[src/inc/pbrg_defines.svh]
// Constants for the PCI bus request and grant block
`ifndef PBRG_DEFINES_SVH
`define PBRG_DEFINES_SVH

// ---------------------------------------------------------------
// Sizes and reset values
// ---------------------------------------------------------------
`define PBRG_NUM_MASTERS   3
`define PBRG_SYNC_STAGES   2
`define PBRG_GRANT_IDLE    3'h7
`define PBRG_LAST_RESET    2'h2

`endif

[src/inc/pbrg_pkg.sv]
// Types for the PCI bus request and grant block
package pbrg_pkg;

    // Arbiter state
    typedef enum logic [1:0] {
        PBRG_IDLE,
        PBRG_GRANTED,
        PBRG_PARK
    } pbrg_state_t;

    // Bridge role
    typedef enum logic {
        PBRG_MODE_HOST,
        PBRG_MODE_GUEST
    } pbrg_mode_t;

endpackage

[src/hw/pbrg_sync.sv]
// Two flip-flop synchroniser for one level
`timescale 1ns/1ps
module pbrg_sync #(
    parameter logic RESET_VAL = 1'b1
) (
    // Clock and reset
    input  wire logic i_core_clk,
    input  wire logic i_arst_n,
    // Data
    input  wire logic i_async,
    output logic      o_sync
);

    // ---------------------------------------------------------------
    // Stages
    // ---------------------------------------------------------------
    logic meta_ff;   // First stage, read only by the second
    logic sync_ff;   // Second stage, safe to use

    // Two stage capture
    always_ff @(posedge i_core_clk or negedge i_arst_n) begin
        if (!i_arst_n) begin
            meta_ff <= RESET_VAL;
            sync_ff <= RESET_VAL;
        end else begin
            meta_ff <= i_async;
            sync_ff <= meta_ff;
        end
    end

    assign o_sync = sync_ff;

endmodule

[src/hw/pbrg_arbiter.sv]
// PCI bus request and grant logic, host arbiter and guest requester
// How it works
// Host mode drives three low grants per request; the code drives one, to the chosen master only
// Outside masters pull their request low
// Guest mode ignores pairs two and three
// Guest mode requests bus on grant one
// Outside arbiter grants via request one low
// Bus pins sampled on bus clock rising edge
// Bus clock is 20-33 or 66 MHz; the bench runs it at 6.25 MHz (160 ns period)
// Bus reset is active low input
// At most one grant at any time
`timescale 1ns/1ps
`include "pbrg_defines.svh"
module pbrg_arbiter #(
    parameter int NUM_MASTERS = `PBRG_NUM_MASTERS
) (
    // Core clock and reset
    input  wire logic                   i_core_clk,
    input  wire logic                   i_arst_n,
    // Bus clock and bus reset pins
    input  wire logic                   i_pci_clk,
    input  wire logic                   i_pci_bus_reset_n,
    // Mode strap, high selects guest mode
    input  wire logic                   i_guest_mode,
    // Request pins, active low
    input  wire logic                   i_bus_request_one_n,
    input  wire logic                   i_bus_request_two_n,
    input  wire logic                   i_bus_request_three_n,
    // Grant pins, active low
    output logic                        o_bus_grant_one_n,
    output logic                        o_bus_grant_two_n,
    output logic                        o_bus_grant_three_n,
    // Internal side, guest mode request and grant
    input  wire logic                   i_own_request,
    output logic                        o_own_granted,
    // Internal side, host mode status
    output logic [NUM_MASTERS-1:0]      o_granted_master
);

    // ---------------------------------------------------------------
    // Elaboration checks
    // ---------------------------------------------------------------
    if (NUM_MASTERS != 3) begin : g_bad_masters
        $error("pbrg_arbiter serves exactly three request pairs");
    end

    // ---------------------------------------------------------------
    // Synchronisers for all pins
    // ---------------------------------------------------------------
    logic       clk_s;        // Bus clock level
    logic       prst_n_s;     // Bus reset level
    logic       mode_s;       // Mode strap level
    logic [2:0] req_n_s;      // Request levels, active low
    logic [2:0] req_n_raw;    // Raw request pins

    assign req_n_raw = {i_bus_request_three_n, i_bus_request_two_n, i_bus_request_one_n};

    pbrg_sync #(.RESET_VAL(1'b0)) u_sync_clk (
        .i_core_clk (i_core_clk),
        .i_arst_n   (i_arst_n),
        .i_async    (i_pci_clk),
        .o_sync     (clk_s)
    );

    pbrg_sync #(.RESET_VAL(1'b0)) u_sync_rst (
        .i_core_clk (i_core_clk),
        .i_arst_n   (i_arst_n),
        .i_async    (i_pci_bus_reset_n),
        .o_sync     (prst_n_s)
    );

    pbrg_sync #(.RESET_VAL(1'b0)) u_sync_mode (
        .i_core_clk (i_core_clk),
        .i_arst_n   (i_arst_n),
        .i_async    (i_guest_mode),
        .o_sync     (mode_s)
    );

    // Request pin synchronisers
    for (genvar g = 0; g < 3; g++) begin : g_req_sync
        pbrg_sync #(.RESET_VAL(1'b1)) u_sync_req (
            .i_core_clk (i_core_clk),
            .i_arst_n   (i_arst_n),
            .i_async    (req_n_raw[g]),
            .o_sync     (req_n_s[g])
        );
    end

    // ---------------------------------------------------------------
    // Bus clock edge finder and mode capture
    // ---------------------------------------------------------------
    logic              clk_d_ff;     // Delayed bus clock level
    logic              nxt_clk_d;
    logic              rise;         // One cycle at each bus clock rise
    pbrg_pkg::pbrg_mode_t mode_ff;   // Mode caught during bus reset
    pbrg_pkg::pbrg_mode_t nxt_mode;

    assign rise = clk_s & ~clk_d_ff;

    // Edge finder and mode latch, mode follows the strap while bus reset holds
    always_comb begin
        nxt_clk_d = clk_s;
        nxt_mode  = mode_ff;
        if (!prst_n_s) begin
            nxt_mode = mode_s ? pbrg_pkg::PBRG_MODE_GUEST : pbrg_pkg::PBRG_MODE_HOST;
        end
    end

    always_ff @(posedge i_core_clk or negedge i_arst_n) begin
        if (!i_arst_n) begin
            clk_d_ff <= 1'b0;
            mode_ff  <= pbrg_pkg::PBRG_MODE_HOST;
        end else begin
            clk_d_ff <= nxt_clk_d;
            mode_ff  <= nxt_mode;
        end
    end

    // ---------------------------------------------------------------
    // Arbiter state, updated on bus clock rises; all but the last master served cleared while bus reset holds
    // ---------------------------------------------------------------
    pbrg_pkg::pbrg_state_t state_ff;       // Arbiter state
    pbrg_pkg::pbrg_state_t nxt_state;
    logic [2:0]            gnt_ff;         // One-hot grant, active high
    logic [2:0]            nxt_gnt;
    logic [1:0]            last_ff;        // Last master served
    logic [1:0]            nxt_last;
    logic                  own_req_ff;     // Guest request onto grant one
    logic                  nxt_own_req;
    logic                  own_gnt_ff;     // Guest grant seen
    logic                  nxt_own_gnt;
    logic [2:0]            req;            // Active high requests
    logic [1:0]            pick;           // Round robin choice
    logic                  found;          // A request was found
    logic [1:0]            idx;            // Candidate master, wrapped to 0..2
    logic [2:0]            rr_sum;         // Unwrapped candidate, wide enough for 2 + 3

    assign req = ~req_n_s;

    // Round robin search starting after the last master served
    // The sum is kept three bits wide so the wrap back to the last owner is not lost
    always_comb begin
        pick   = 2'h0;
        found  = 1'b0;
        idx    = 2'h0;
        rr_sum = 3'h0;
        for (int k = 1; k <= 3; k++) begin
            rr_sum = {1'b0, last_ff} + 3'(k);
            idx    = (rr_sum >= 3'h3) ? 2'(rr_sum - 3'h3) : rr_sum[1:0];
            if (!found && req[idx]) begin
                pick  = idx;
                found = 1'b1;
            end
        end
    end

    // Next state of arbiter and guest requester
    always_comb begin
        nxt_state   = state_ff;
        nxt_gnt     = gnt_ff;
        nxt_last    = last_ff;
        nxt_own_req = own_req_ff;
        nxt_own_gnt = own_gnt_ff;
        if (!prst_n_s) begin
            // Bus reset releases every grant
            nxt_state   = pbrg_pkg::PBRG_IDLE;
            nxt_gnt     = 3'h0;
            nxt_own_req = 1'b0;
            nxt_own_gnt = 1'b0;
        end else if (rise) begin
            // Sampled on the bus clock rising edge
            if (mode_ff == pbrg_pkg::PBRG_MODE_GUEST) begin
                nxt_state   = pbrg_pkg::PBRG_IDLE;
                nxt_gnt     = 3'h0;                // Pairs two, three unused
                nxt_own_req = i_own_request;       // Request on grant one
                nxt_own_gnt = req[0] & own_req_ff; // Grant on request one
            end else begin
                nxt_own_req = 1'b0;
                nxt_own_gnt = 1'b0;
                case (state_ff)
                    pbrg_pkg::PBRG_IDLE: begin
                        if (found) begin
                            // One-hot grant to the chosen master
                            nxt_gnt   = 3'h1 << pick;
                            nxt_last  = pick;
                            nxt_state = pbrg_pkg::PBRG_GRANTED;
                        end
                    end
                    pbrg_pkg::PBRG_GRANTED: begin
                        // Hold while the owner keeps asking
                        if ((req & gnt_ff) == 3'h0) begin
                            nxt_gnt   = 3'h0;
                            nxt_state = pbrg_pkg::PBRG_PARK;
                        end
                    end
                    pbrg_pkg::PBRG_PARK: begin
                        // One dead bus clock here, then idle, so owners are at least two bus clocks apart
                        nxt_state = pbrg_pkg::PBRG_IDLE;
                    end
                    default: begin
                        nxt_state = pbrg_pkg::PBRG_IDLE;
                        nxt_gnt   = 3'h0;
                    end
                endcase
            end
        end
    end

    always_ff @(posedge i_core_clk or negedge i_arst_n) begin
        if (!i_arst_n) begin
            state_ff   <= pbrg_pkg::PBRG_IDLE;
            gnt_ff     <= 3'h0;
            last_ff    <= `PBRG_LAST_RESET;
            own_req_ff <= 1'b0;
            own_gnt_ff <= 1'b0;
        end else begin
            state_ff   <= nxt_state;
            gnt_ff     <= nxt_gnt;
            last_ff    <= nxt_last;
            own_req_ff <= nxt_own_req;
            own_gnt_ff <= nxt_own_gnt;
        end
    end

    // ---------------------------------------------------------------
    // Pin outputs from flip-flops, grant one through an OR of gnt_ff[0] and own_req_ff
    // ---------------------------------------------------------------
    assign o_bus_grant_one_n   = ~(gnt_ff[0] | own_req_ff);
    assign o_bus_grant_two_n   = ~gnt_ff[1];
    assign o_bus_grant_three_n = ~gnt_ff[2];
    assign o_own_granted       = own_gnt_ff;
    assign o_granted_master    = gnt_ff;

    // ---------------------------------------------------------------
    // Checks
    // ---------------------------------------------------------------
    grant_onehot_a: assert property (@(posedge i_core_clk) disable iff (!i_arst_n)
        $onehot0(gnt_ff))
        else $error("more than one grant active");

    guest_pairs_idle_a: assert property (@(posedge i_core_clk) disable iff (!i_arst_n)
        (mode_ff == pbrg_pkg::PBRG_MODE_GUEST && $past(mode_ff) == pbrg_pkg::PBRG_MODE_GUEST
         && $past(rise)) |-> (o_bus_grant_two_n && o_bus_grant_three_n))
        else $error("guest mode drove grant two or three");

    guest_request_a: assert property (@(posedge i_core_clk) disable iff (!i_arst_n)
        (prst_n_s && rise && mode_ff == pbrg_pkg::PBRG_MODE_GUEST && i_own_request)
        |=> !o_bus_grant_one_n)
        else $error("guest request not shown on grant one");

    guest_grant_a: assert property (@(posedge i_core_clk) disable iff (!i_arst_n)
        $rose(o_own_granted) |-> $past(req[0]) && $past(rise))
        else $error("guest grant without request one low");

    host_grant_req_a: assert property (@(posedge i_core_clk) disable iff (!i_arst_n)
        $rose(gnt_ff[0] | gnt_ff[1] | gnt_ff[2])
        |-> ($past(req) & gnt_ff) != 3'h0)
        else $error("grant given to a master not asking");

    edge_only_a: assert property (@(posedge i_core_clk) disable iff (!i_arst_n)
        (prst_n_s && !rise) |=> $stable(gnt_ff))
        else $error("grant changed off a bus clock edge");

    reset_clear_a: assert property (@(posedge i_core_clk) disable iff (!i_arst_n)
        !prst_n_s |=> (gnt_ff == 3'h0 && !own_req_ff))
        else $error("grants held during bus reset");

    host_release_a: assert property (@(posedge i_core_clk) disable iff (!i_arst_n)
        (state_ff == pbrg_pkg::PBRG_PARK) |-> gnt_ff == 3'h0)
        else $error("grant held in dead cycle");

endmodule

[config.mk]
export PLATFORM = sky130hd
export DESIGN_NAME = pbrg_arbiter
export DESIGN_NICKNAME = d
export VERILOG_FILES = /design/src/inc/pbrg_pkg.sv /design/src/hw/pbrg_sync.sv /design/src/hw/pbrg_arbiter.sv
export VERILOG_INCLUDE_DIRS = /design/src /design/src/inc
export SDC_FILE = /design/constraint.sdc
export NUM_CORES = 1
export LEC_CHECK = 0
export BUFFER_PORTS_ARGS = -buffer_cell sky130_fd_sc_hd__clkbuf_2
export CORE_ASPECT_RATIO = 0.5
export CORE_UTILIZATION = 40
export DETAILED_ROUTE_END_ITERATION = 10
export HOLD_SLACK_MARGIN = 0.1
export PLACE_DENSITY = 0.62
export SLEW_MARGIN = 20
export SYNTH_ARGS = -nofsm -noshare
export SYNTH_HDL_FRONTEND = slang
export SYNTH_SLANG_ARGS = --single-unit
[constraint.sdc]
create_clock -name i_core_clk -period 2.18 [get_ports i_core_clk]
set_input_delay 0.436 -clock i_core_clk [delete_from_list [all_inputs] [get_ports i_core_clk]]
set_output_delay 0.436 -clock i_core_clk [all_outputs]
set_load 0.005 [all_outputs]
==> metrics.txt, run 1 <==
crit path max fanout 6; gr busiest metal met2; initial antenna violation count 0; Overall Global Routing Usage 16.6%; full die area 2930 µm²; Max IR drop VDD 507 µV; WL final 2.12 mm; Avg Cell Area, Syn about 12 µm²; Post-synth EDFFs 0; met3 usage 4.95%; slew margin rel. 64.1%; worst-margin pin slew 0.539 ns; WL/cell 14.3 µm; DP HPWL roughly 1.7 mm; Post-Syn Nets 104; Pre-antenna DRT Iters 4; # hold bufs at CTS 0; reg2reg end o_granted_master[0]$_DFFE_PN0P_; die height a little under 40 µm; crit path DAT roughly 2.2 ns; fin nets 126; Synth Instances slightly above 90; antenna violation net count after detailed routing 0; Hold WC Path Type input port to asynchronous set/reset pin; Area Growth Syn to Fin 17.7%; clk_lat worst skew 0.27 ns; ys async rst share 100%; switch share a little over a third; CP startpoint kind flop; clock root buffer clkbuf_8; sequential share of power between 40% and 50%; Critical Path Source last_ff[0]$_DFFE_PN0P_; Crit path required time 2.34 ns; share of layout cells above drive strength 1 between 30 and 40%; DRC violations left 0; Initial Utilization between 40% and 50%; Clock Power Share a little over a fifth; met2 usage in global routing around 29%; Worst Reg-to-Reg Cells 7; CTS tree built; critical path class flop to flop; Ys Warns 0; Rows 12; # diodes 0; Setup violations, final 0; Core ar. 2390 µm²; Clock Path Buffers 2; design area 1270 µm²; combinational share of power 35.7%; Mapped Area 1080 µm²; area leader, netlist dfrtp_1; DRC marker count from the first detailed-route iteration 31; outcome completed; RSZ-0062 raised after global routing false; critical path endpoint category flop; P_leak between 0.0005 and 0.0006 µW; Max Slew Vio Count 0; end of the critical path o_granted_master[0]$_DFFE_PN0P_; cell-internal power 810 µW; Synth top cells by count dfrtp_1, dfstp_2, nand2_1; Setup TNS 0 ns; Cell Area, Placed 1220 µm²; #FFs+latches synth 23; GR Layer Usage met1 20.4%; # fillers about 210; Reg clk slew, reported paths 0.08 ns; total gr overflow 0; most frequent cell after synthesis dfrtp_1; Vias a little under 800; Area contributors post-synth dfrtp_1, dfstp_2, ha_1; TritonCTS buffer count 3; final worst-path cycle share 95.6%; port bufs 15; max_cap viols 0; net switching power approximately 440 µW; vias per cell 5.36; top-area cell type share of the netlist area 37.0%; largest net degree at the start of global routing 24; Tmin final 2.08 ns; worst r2r src last_ff[0]$_DFFE_PN0P_; # IOs 16; count of final hold-check violations 0; H-tree level count 1; Seq/Total Area, Yosys 54.0%; Synth Flop Type dfrtp_1; Placer Congestion 0.793; pwr/cell area approximately 980 nW/µm²; f_max roughly 480 MHz; reg-to-reg slack, setup 0.1 ns; vias in the first global route 731; Die X between 70 and 80 µm; first-pass GRT wire length ~3.4 mm; clock sink count 23; Synth cell types 37; worst clock skew approximately 0.0024 ns
cell usage in the layout (no fill, tap or decap), types with 4 or more instances in the layout:
cell type,instances
a21boi_0,4
clkbuf_2,15
dfrtp_1,16
dfstp_2,7
inv_1,6
nand2_1,7
nand2b_1,4
o21ai_0,5
power by group through the flow:
stage / logic (µW) / registers [µW] / clock network, µW
finish: 446 / 533 / 270
detailed placement: 436 / 538 / 0
global route: 489 / 538 / 289
global placement: 416 / 534 / 0
CTS: 437 / 531 / 276
floorplan: 309 / 529 / 0
worst min-delay path by stage:
| stage | startpoint | to | slack [ns] | depth (start not counted) |
|---|---|---|---|---|
| final | i_arst_n | o_granted_master[2]$_DFFE_PN0P_ | 0.13 | 1 |
| after global routing | i_arst_n | u_sync_clk.meta_ff$_DFF_PN0_ | 0.17 | 1 |
| after CTS | i_arst_n | u_sync_clk.meta_ff$_DFF_PN0_ | 0.15 | 1 |
| after detailed placement | u_sync_rst.meta_ff$_DFF_PN0_ | u_sync_rst.o_sync$_DFF_PN0_ | 0.34 | 0 |
| after global placement | u_sync_mode.meta_ff$_DFF_PN0_ | u_sync_mode.o_sync$_DFF_PN0_ | 0.34 | 0 |
| after floorplan | i_arst_n | clk_d_ff$_DFF_PN0_ | 0.14 | 0 |
state kept, by name (all words and copies together) (netlist names):
| register | count |
|---|---|
| clk_d_ff | 1 |
| u_sync_clk.meta_ff | 1 |
| u_sync_clk.o_sync | 1 |
| u_sync_rst.o_sync | 1 |
| g_req_sync.u_sync_req.o_sync | 3 |
| g_req_sync.u_sync_req.meta_ff | 3 |
| o_own_granted | 1 |
| mode_ff | 1 |
| u_sync_mode.meta_ff | 1 |
| last_ff | 2 |
| own_req_ff | 1 |
| u_sync_rst.meta_ff | 1 |
| o_granted_master | 3 |
| u_sync_mode.o_sync | 1 |
| state_ff | 2 |
final cells by class:
| type | instances | area, µm² | share of cell area (%) |
|---|---|---|---|
| multi-input combinational | 60 | 469 | 36.8 |
| clock inverter | 1 | 7.51 | 0.589 |
| clock buffer | 3 | 41.3 | 3.24 |
| sequential | 23 | 584 | 45.9 |
| timing repair buffer | 18 | 97.6 | 7.66 |
| tap | 35 | 43.8 | 3.44 |
| inverter | 8 | 30.0 | 2.36 |
through the flow:
step	utilization (%)	cells	hold WS [ns]	setup WS, ns	power, µW
2_1_floorplan	-	92	0.140	0.179	838
3_3_place_gp	51.1	144	0.338	0.140	950
3_5_place_dp	51.1	144	0.339	0.0580	975
4_1_cts	53.1	148	0.152	0.0468	1240
5_1_grt	53.4	148	0.173	0.0194	1320
6_report	53.4	148	0.134	0.0958	1250
timing repair:
action / CTS / global route
resized for setup: 0 / 2
setup endpoints to repair: 0 / 1
endpoints found under the hold margin: 0 / 0
setup buffers: 0 / 0
per-layer routing:
metal / up-vias / part of all wire [%]
met5: - / 0
met4: 0 / 0.66
met3: 3 / 5.8
met2: 23 / 48
met1: 390 / 45
li1: 377 / -
logic make-up after synthesis:
group	after synthesis	share of synthesized area, %
compound gates	26	20.0
fa+ha+maj	3	3.47
buf+inv	9	3.12
flops	23	54.0
mux	4	4.28
simple gates	27	15.1
critical path: stages (launching register included):
cell     delay (ns)
dfrtp_1        0.45
inv_1          0.12
ha_1           0.28
o22ai_1        0.29
nor3_1         0.12
a21o_1         0.20
a22oi_4        0.20
mux2_4         0.32
Note: power is estimated with default switching activity, not from simulation.
==> inputs of run 2 (changes only) <==
--- a/config.mk
+++ b/config.mk
@@ -7,11 +7,13 @@
 export NUM_CORES = 1
 export LEC_CHECK = 0
 export BUFFER_PORTS_ARGS = -buffer_cell sky130_fd_sc_hd__clkbuf_2
+export CELL_PAD_IN_SITES_DETAIL_PLACEMENT = 1
+export CELL_PAD_IN_SITES_GLOBAL_PLACEMENT = 2
 export CORE_ASPECT_RATIO = 0.5
-export CORE_UTILIZATION = 40
+export CORE_UTILIZATION = 36
 export DETAILED_ROUTE_END_ITERATION = 10
 export HOLD_SLACK_MARGIN = 0.1
-export PLACE_DENSITY = 0.62
+export PLACE_DENSITY = 0.79
 export SLEW_MARGIN = 20
 export SYNTH_ARGS = -nofsm -noshare
 export SYNTH_HDL_FRONTEND = slang
==> run 2 against run 1 <==
Effect of this change:
- count of clock-buffer cells in the layout up 1
- worst hold slack better by 0.017 ns
- wire length up 13%
- non-clock buffer count up 1
- combinational power up 8.1%
- register-to-register slack worse by 0.04 ns
- core utilization down 5.9 points
- critical path type unchanged
- worst setup slack worse by 0.040 ns
==> metrics.txt, run 2 (synthesis gave the netlist of run 1 again) <==
Final Non-Filler Cells 151 (+2.0%); # diodes 0 (unchanged); Initial Utilization 39.8% (-5.5 points); reg2reg end o_granted_master[0]$_DFFE_PN0P_; Max stage delay on crit path 0.54 ns (+0.09 ns); max_cap viols 0 (unchanged); Overall Global Routing Usage 17.6% (+0.98 points); reg-to-reg slack, setup 0.06 ns (-0.04 ns); port bufs 15 (unchanged); WL/cell 15.9 µm (+11%); Worst Reg-to-Reg Cells 7 (unchanged); Pre-antenna DRT Iters 4 (unchanged); Setup violations, final 0 (unchanged); Tmin final 2.12 ns (+0.0398 ns); most frequent cells in the layout dfrtp_1, clkbuf_2, nand2_1, dfstp_2, inv_1; Final Util 47.4% (-5.9 points); worst clock skew 0.00272 ns (+0.000329 ns); Crit-path slowest cell dfstp_2; Hold WC Path Type input port to asynchronous set/reset pin; Reg clk slew, reported paths 0.07 ns (about the same); slew margin rel. 62.9% (-1.2 points); Die X 79.5 µm (+5.3%); Placer Congestion 0.795 (+0.16%); fin nets 127 (+0.79%); initial antenna violation count 0 (unchanged); Cell Chain, Critical Path inv_1, ha_2, a21o_1, and4_1, a21o_1, a22oi_4, mux2_4; count of final hold-check violations 0 (unchanged); largest net degree at the start of global routing 24 (unchanged); share of layout cells above drive strength 1 37.7% (+2.3 points); CTS tree built; WL final 2.40 mm (+13%); critical path endpoint category flop; area occupied by multi-input gates 477 µm² (+1.6%); f_max 471 MHz (-1.9%); die height 40.8 µm (+5.1%); CP startpoint kind flop; clock sink count 23 (unchanged); TritonCTS buffer count 3 (unchanged); # hold bufs at CTS 0 (unchanged); Area Growth Syn to Fin 19.1%; final worst-path cycle share 97.4% (+1.8 points); crit path max fanout 6 (unchanged); vias per cell 5.26 (-1.7%); cell mode on critical path a21o_1; Clock Path Buffers 2 (unchanged); critical path class flop to flop; Max IR drop VDD 591 µV (+17%); Rows 13 (+1); total gr overflow 0 (unchanged); Vias 795 (+0.25%); Sequential Area 586 µm² (+0.21%); full die area 3240 µm² (+11%); # IOs 16 (unchanged); P_leak 0.000554 µW (+0.88%); pwr/cell area 987 nW/µm² (+0.68%); DRC violations left 0 (unchanged); worst-margin pin slew 0.556 ns (+0.0173 ns); vias in the first global route 838 (+15%); outcome completed; Max Slew Vio Count 0 (unchanged); placed cells 146 (+1.4%); Crit path required time 2.33 ns (about the same); DP HPWL 1.87 mm (+13%); # fillers 302 (+41%); Core ar. 2720 µm² (+14%); antenna violation net count after detailed routing 0 (unchanged); crit path DAT 2.27 ns (+0.03 ns); H-tree level count 1 (unchanged); worst r2r src last_ff[1]$_DFFE_PN1P_; clk_lat worst skew 0.26 ns (about the same); clock root buffer clkbuf_8; first-pass GRT wire length 3.93 mm (+16%); DRC marker count from the first detailed-route iteration 15 (-52%)
[run 2: layout make-up]
class	count	area share, %
tap	37	3.59
clock buffer	4	3.50
timing repair buffer	19	8.16
inverter	8	2.33
sequential	23	45.4
multi-input combinational	60	37.0
[run 2: per-layer routing]
| metal | track usage (%) | wire length, µm |
|---|---|---|
| met1 | 20.0 | 1080 |
| met2 | 32.3 | 1240 |
| met3 | 6.22 | 66 |
| met4 | 6.36 | 12 |
| met5 | 0 | 0 |
[run 2: power breakdown]
group / leakage [µW] / total, µW / internal, µW / switching (µW)
logic: 0.000256 / 482 / 207 / 275
clock network: 0.0000228 / 254 / 130 / 124
registers: 0.000275 / 537 / 485 / 51.7
total: 0.000554 / 1270 / 822 / 450
[run 2: what timing repair did]
item	in CTS	in global routing
resized for setup	0	6
buffers inserted	0	1
endpoints found under the setup margin	0	5
[run 2: critical path, delay by kind of cell (launching register included)]
family / cells / cell delay, ns
compound gates: 3 / 0.66
flops: 1 / 0.54
mux: 1 / 0.31
fa+ha+maj: 1 / 0.22
simple gates: 1 / 0.22
buf+inv: 1 / 0.08
[run 2: stage by stage]
stage	cell area, µm²	setup TNS, ns	power (µW)	setup WS (ns)	hold slack, ns
after floorplan	1080	0	838	0.179	0.140
after global placement	1220	0	966	0.0852	0.337
after detailed placement	1220	0	996	0.0348	0.343
after CTS	1270	0	1260	0.0216	0.161
after global routing	1290	-0.00730	1360	-0.00540	0.176
final	1290	0	1270	0.0560	0.152
[run 2: how the worst max path moves through the flow]
stage	start	to
6_report	last_ff[1]$_DFFE_PN1P_	o_granted_master[0]$_DFFE_PN0P_
5_1_grt	last_ff[1]$_DFFE_PN1P_	o_granted_master[0]$_DFFE_PN0P_
4_1_cts	last_ff[1]$_DFFE_PN1P_	o_granted_master[0]$_DFFE_PN0P_
3_5_place_dp	last_ff[1]$_DFFE_PN1P_	o_granted_master[0]$_DFFE_PN0P_
3_3_place_gp	last_ff[1]$_DFFE_PN1P_	o_granted_master[0]$_DFFE_PN0P_
2_1_floorplan	last_ff[1]$_DFFE_PN1P_	o_granted_master[0]$_DFFE_PN0P_
==> inputs of run 3 (changes only) <==
--- a/config.mk
+++ b/config.mk
@@ -9,7 +9,7 @@
 export BUFFER_PORTS_ARGS = -buffer_cell sky130_fd_sc_hd__clkbuf_2
 export CELL_PAD_IN_SITES_DETAIL_PLACEMENT = 1
 export CELL_PAD_IN_SITES_GLOBAL_PLACEMENT = 2
-export CORE_ASPECT_RATIO = 0.5
+export CORE_MARGIN = 2
 export CORE_UTILIZATION = 36
 export DETAILED_ROUTE_END_ITERATION = 10
 export HOLD_SLACK_MARGIN = 0.1
==> run 3 against run 2 <==
Effect of this change:
- critical path depth unchanged
- first-iteration DRC count decreased by 27%
- global-route usage decreased by 2.3 points
- combinational power about the same
- largest power group unchanged
==> metrics.txt, run 3 (synthesis gave the netlist of run 1 again) <==
outcome completed; WL final 2.34 mm (-2.5%); initial antenna violation count 0 (unchanged); Crit path required time 2.38 ns (+0.05 ns); slew margin rel. 64.0% (+1.1 points); Final Non-Filler Cells 146 (-3.3%); crit path DAT 2.27 ns (about the same); Worst Reg-to-Reg Cells 7 (unchanged); vias per cell 5.45 (+3.4%); worst-margin pin slew 0.540 ns (-0.0158 ns); Placer Congestion 0.815 (+2.5%); Max IR drop VDD 482 µV (-18%); fin nets 128 (+0.79%); Area Growth Syn to Fin 18.2%; most frequent cells in the layout dfrtp_1, clkbuf_2, nand2_1, dfstp_2, inv_1; Hold WC Path Type input port to asynchronous set/reset pin; share of layout cells above drive strength 1 39.1% (+1.4 points); Pre-antenna DRT Iters 4 (unchanged); Overall Global Routing Usage 15.2% (-2.3 points); CTS tree built; crit path max fanout 6 (unchanged); critical path endpoint category flop; final worst-path cycle share 95.0% (-2.4 points); WL/cell 16.0 µm (+0.79%); die height 58.8 µm (+44%); port bufs 15 (unchanged); CP startpoint kind flop; worst slack, placed 0.0250 ns (-0.00973 ns); TritonCTS buffer count 3 (unchanged); full die area 3460 µm² (+6.7%); pwr/cell area 941 nW/µm² (-4.7%); first-pass GRT wire length 4.02 mm (+2.3%); Initial Utilization 38.6% (-1.3 points); Tmin final 2.07 ns (-0.0520 ns); vias in the first global route 862 (+2.9%); total gr overflow 0 (unchanged); final worst setup slack 0.108 ns (+0.0520 ns); Max Slew Vio Count 0 (unchanged); Vias 795 (unchanged); DRC marker count from the first detailed-route iteration 11 (-4); antenna violation net count after detailed routing 0 (unchanged); f_max 483 MHz (+2.5%); # fillers 329 (+8.9%); DRC violations left 0 (unchanged); Core ar. 2810 µm² (+3.3%); Clock Path Buffers 2 (unchanged); worst clock skew 0.00911 ns (+0.00639 ns); H-tree level count 1 (unchanged); Die X 58.8 µm (-26%); largest net degree at the start of global routing 24 (unchanged); Reg clk slew, reported paths 0.12 ns (+0.05 ns); # diodes 0 (unchanged); clk_lat worst skew 0.30 ns (+0.04 ns); P_leak 0.000553 µW (-0.18%); count of final hold-check violations 0 (unchanged); Setup violations, final 0 (unchanged); # IOs 16 (unchanged); clock root buffer clkbuf_4; max_cap viols 0 (unchanged); RSZ-0062 raised after global routing false; clock sink count 23 (unchanged); DP HPWL 1.84 mm (-1.5%); Rows 19 (+6); Setup TNS 0 ns (unchanged); placed cells 141 (-3.4%); critical path class flop to flop
-- run 3: path summary, 6_finish.rpt --
check | startpoint | end | slack (ns)
max in group asynchronous | i_arst_n | last_ff[0]$_DFFE_PN0P_ | 1.69
min in group i_core_clk | i_bus_request_one_n | g_req_sync[0].u_sync_req.meta_ff$_DFF_PN1_ | 0.21
min reg2reg | u_sync_rst.meta_ff$_DFF_PN0_ | u_sync_rst.o_sync$_DFF_PN0_ | 0.36
max | last_ff[1]$_DFFE_PN1P_ | o_granted_master[0]$_DFFE_PN0P_ | 0.11
min | i_arst_n | u_sync_clk.meta_ff$_DFF_PN0_ | 0.09
max reg2reg | last_ff[1]$_DFFE_PN1P_ | o_granted_master[0]$_DFFE_PN0P_ | 0.11
-- run 3: layer usage --
metal  vias to the layer above  track usage (%)  wire length, µm
li1                        382                -                -
met1                       396             20.8             1100
met2                        15             25.9             1170
met3                         2             1.98               53
met4                         0             3.57               19
met5                         -                0                0
-- run 3: worst max-delay path, stage by stage, from the launching register on --
cell and delay, ns:
dfstp_2 0.55, inv_1 0.06, ha_2 0.21, a21o_1 0.20, and4_1 0.22, a21o_1 0.21
a22oi_4 0.21, mux2_4 0.31
-- run 3: stage by stage --
step	total power (µW)	util, %	cell area (µm²)	hold slack [ns]
after floorplan	838	-	1080	0.140
after global placement	977	43.6	1220	0.333
after detailed placement	997	43.6	1220	0.336
after CTS	1180	44.6	1250	0.106
after global routing	1300	45.6	1280	0.115
final	1200	45.6	1280	0.0897
-- run 3: area by class of cell --
class | instances | area (µm²) | area share (%)
Clock buffer | 3 | 22.5 | 1.76
Timing Repair Buffer | 20 | 113 | 8.81
Clock inverter | 1 | 5.00 | 0.391
Sequential cell | 23 | 586 | 45.8
Multi-Input combinational cell | 60 | 484 | 37.9
Tap cell | 31 | 38.8 | 3.03
Inverter | 8 | 30.0 | 2.35
-- run 3: repair_timing --
item,4_1_cts,5_1_grt
endpoints found under the setup margin,0,3
setup buffers,0,1
gates resized for setup,0,6
hold buffers,0,0
-- run 3: power by group --
part           internal (µW)  switching (µW)
clock                   68.2             117
combinational            209             277
sequential               485            47.7
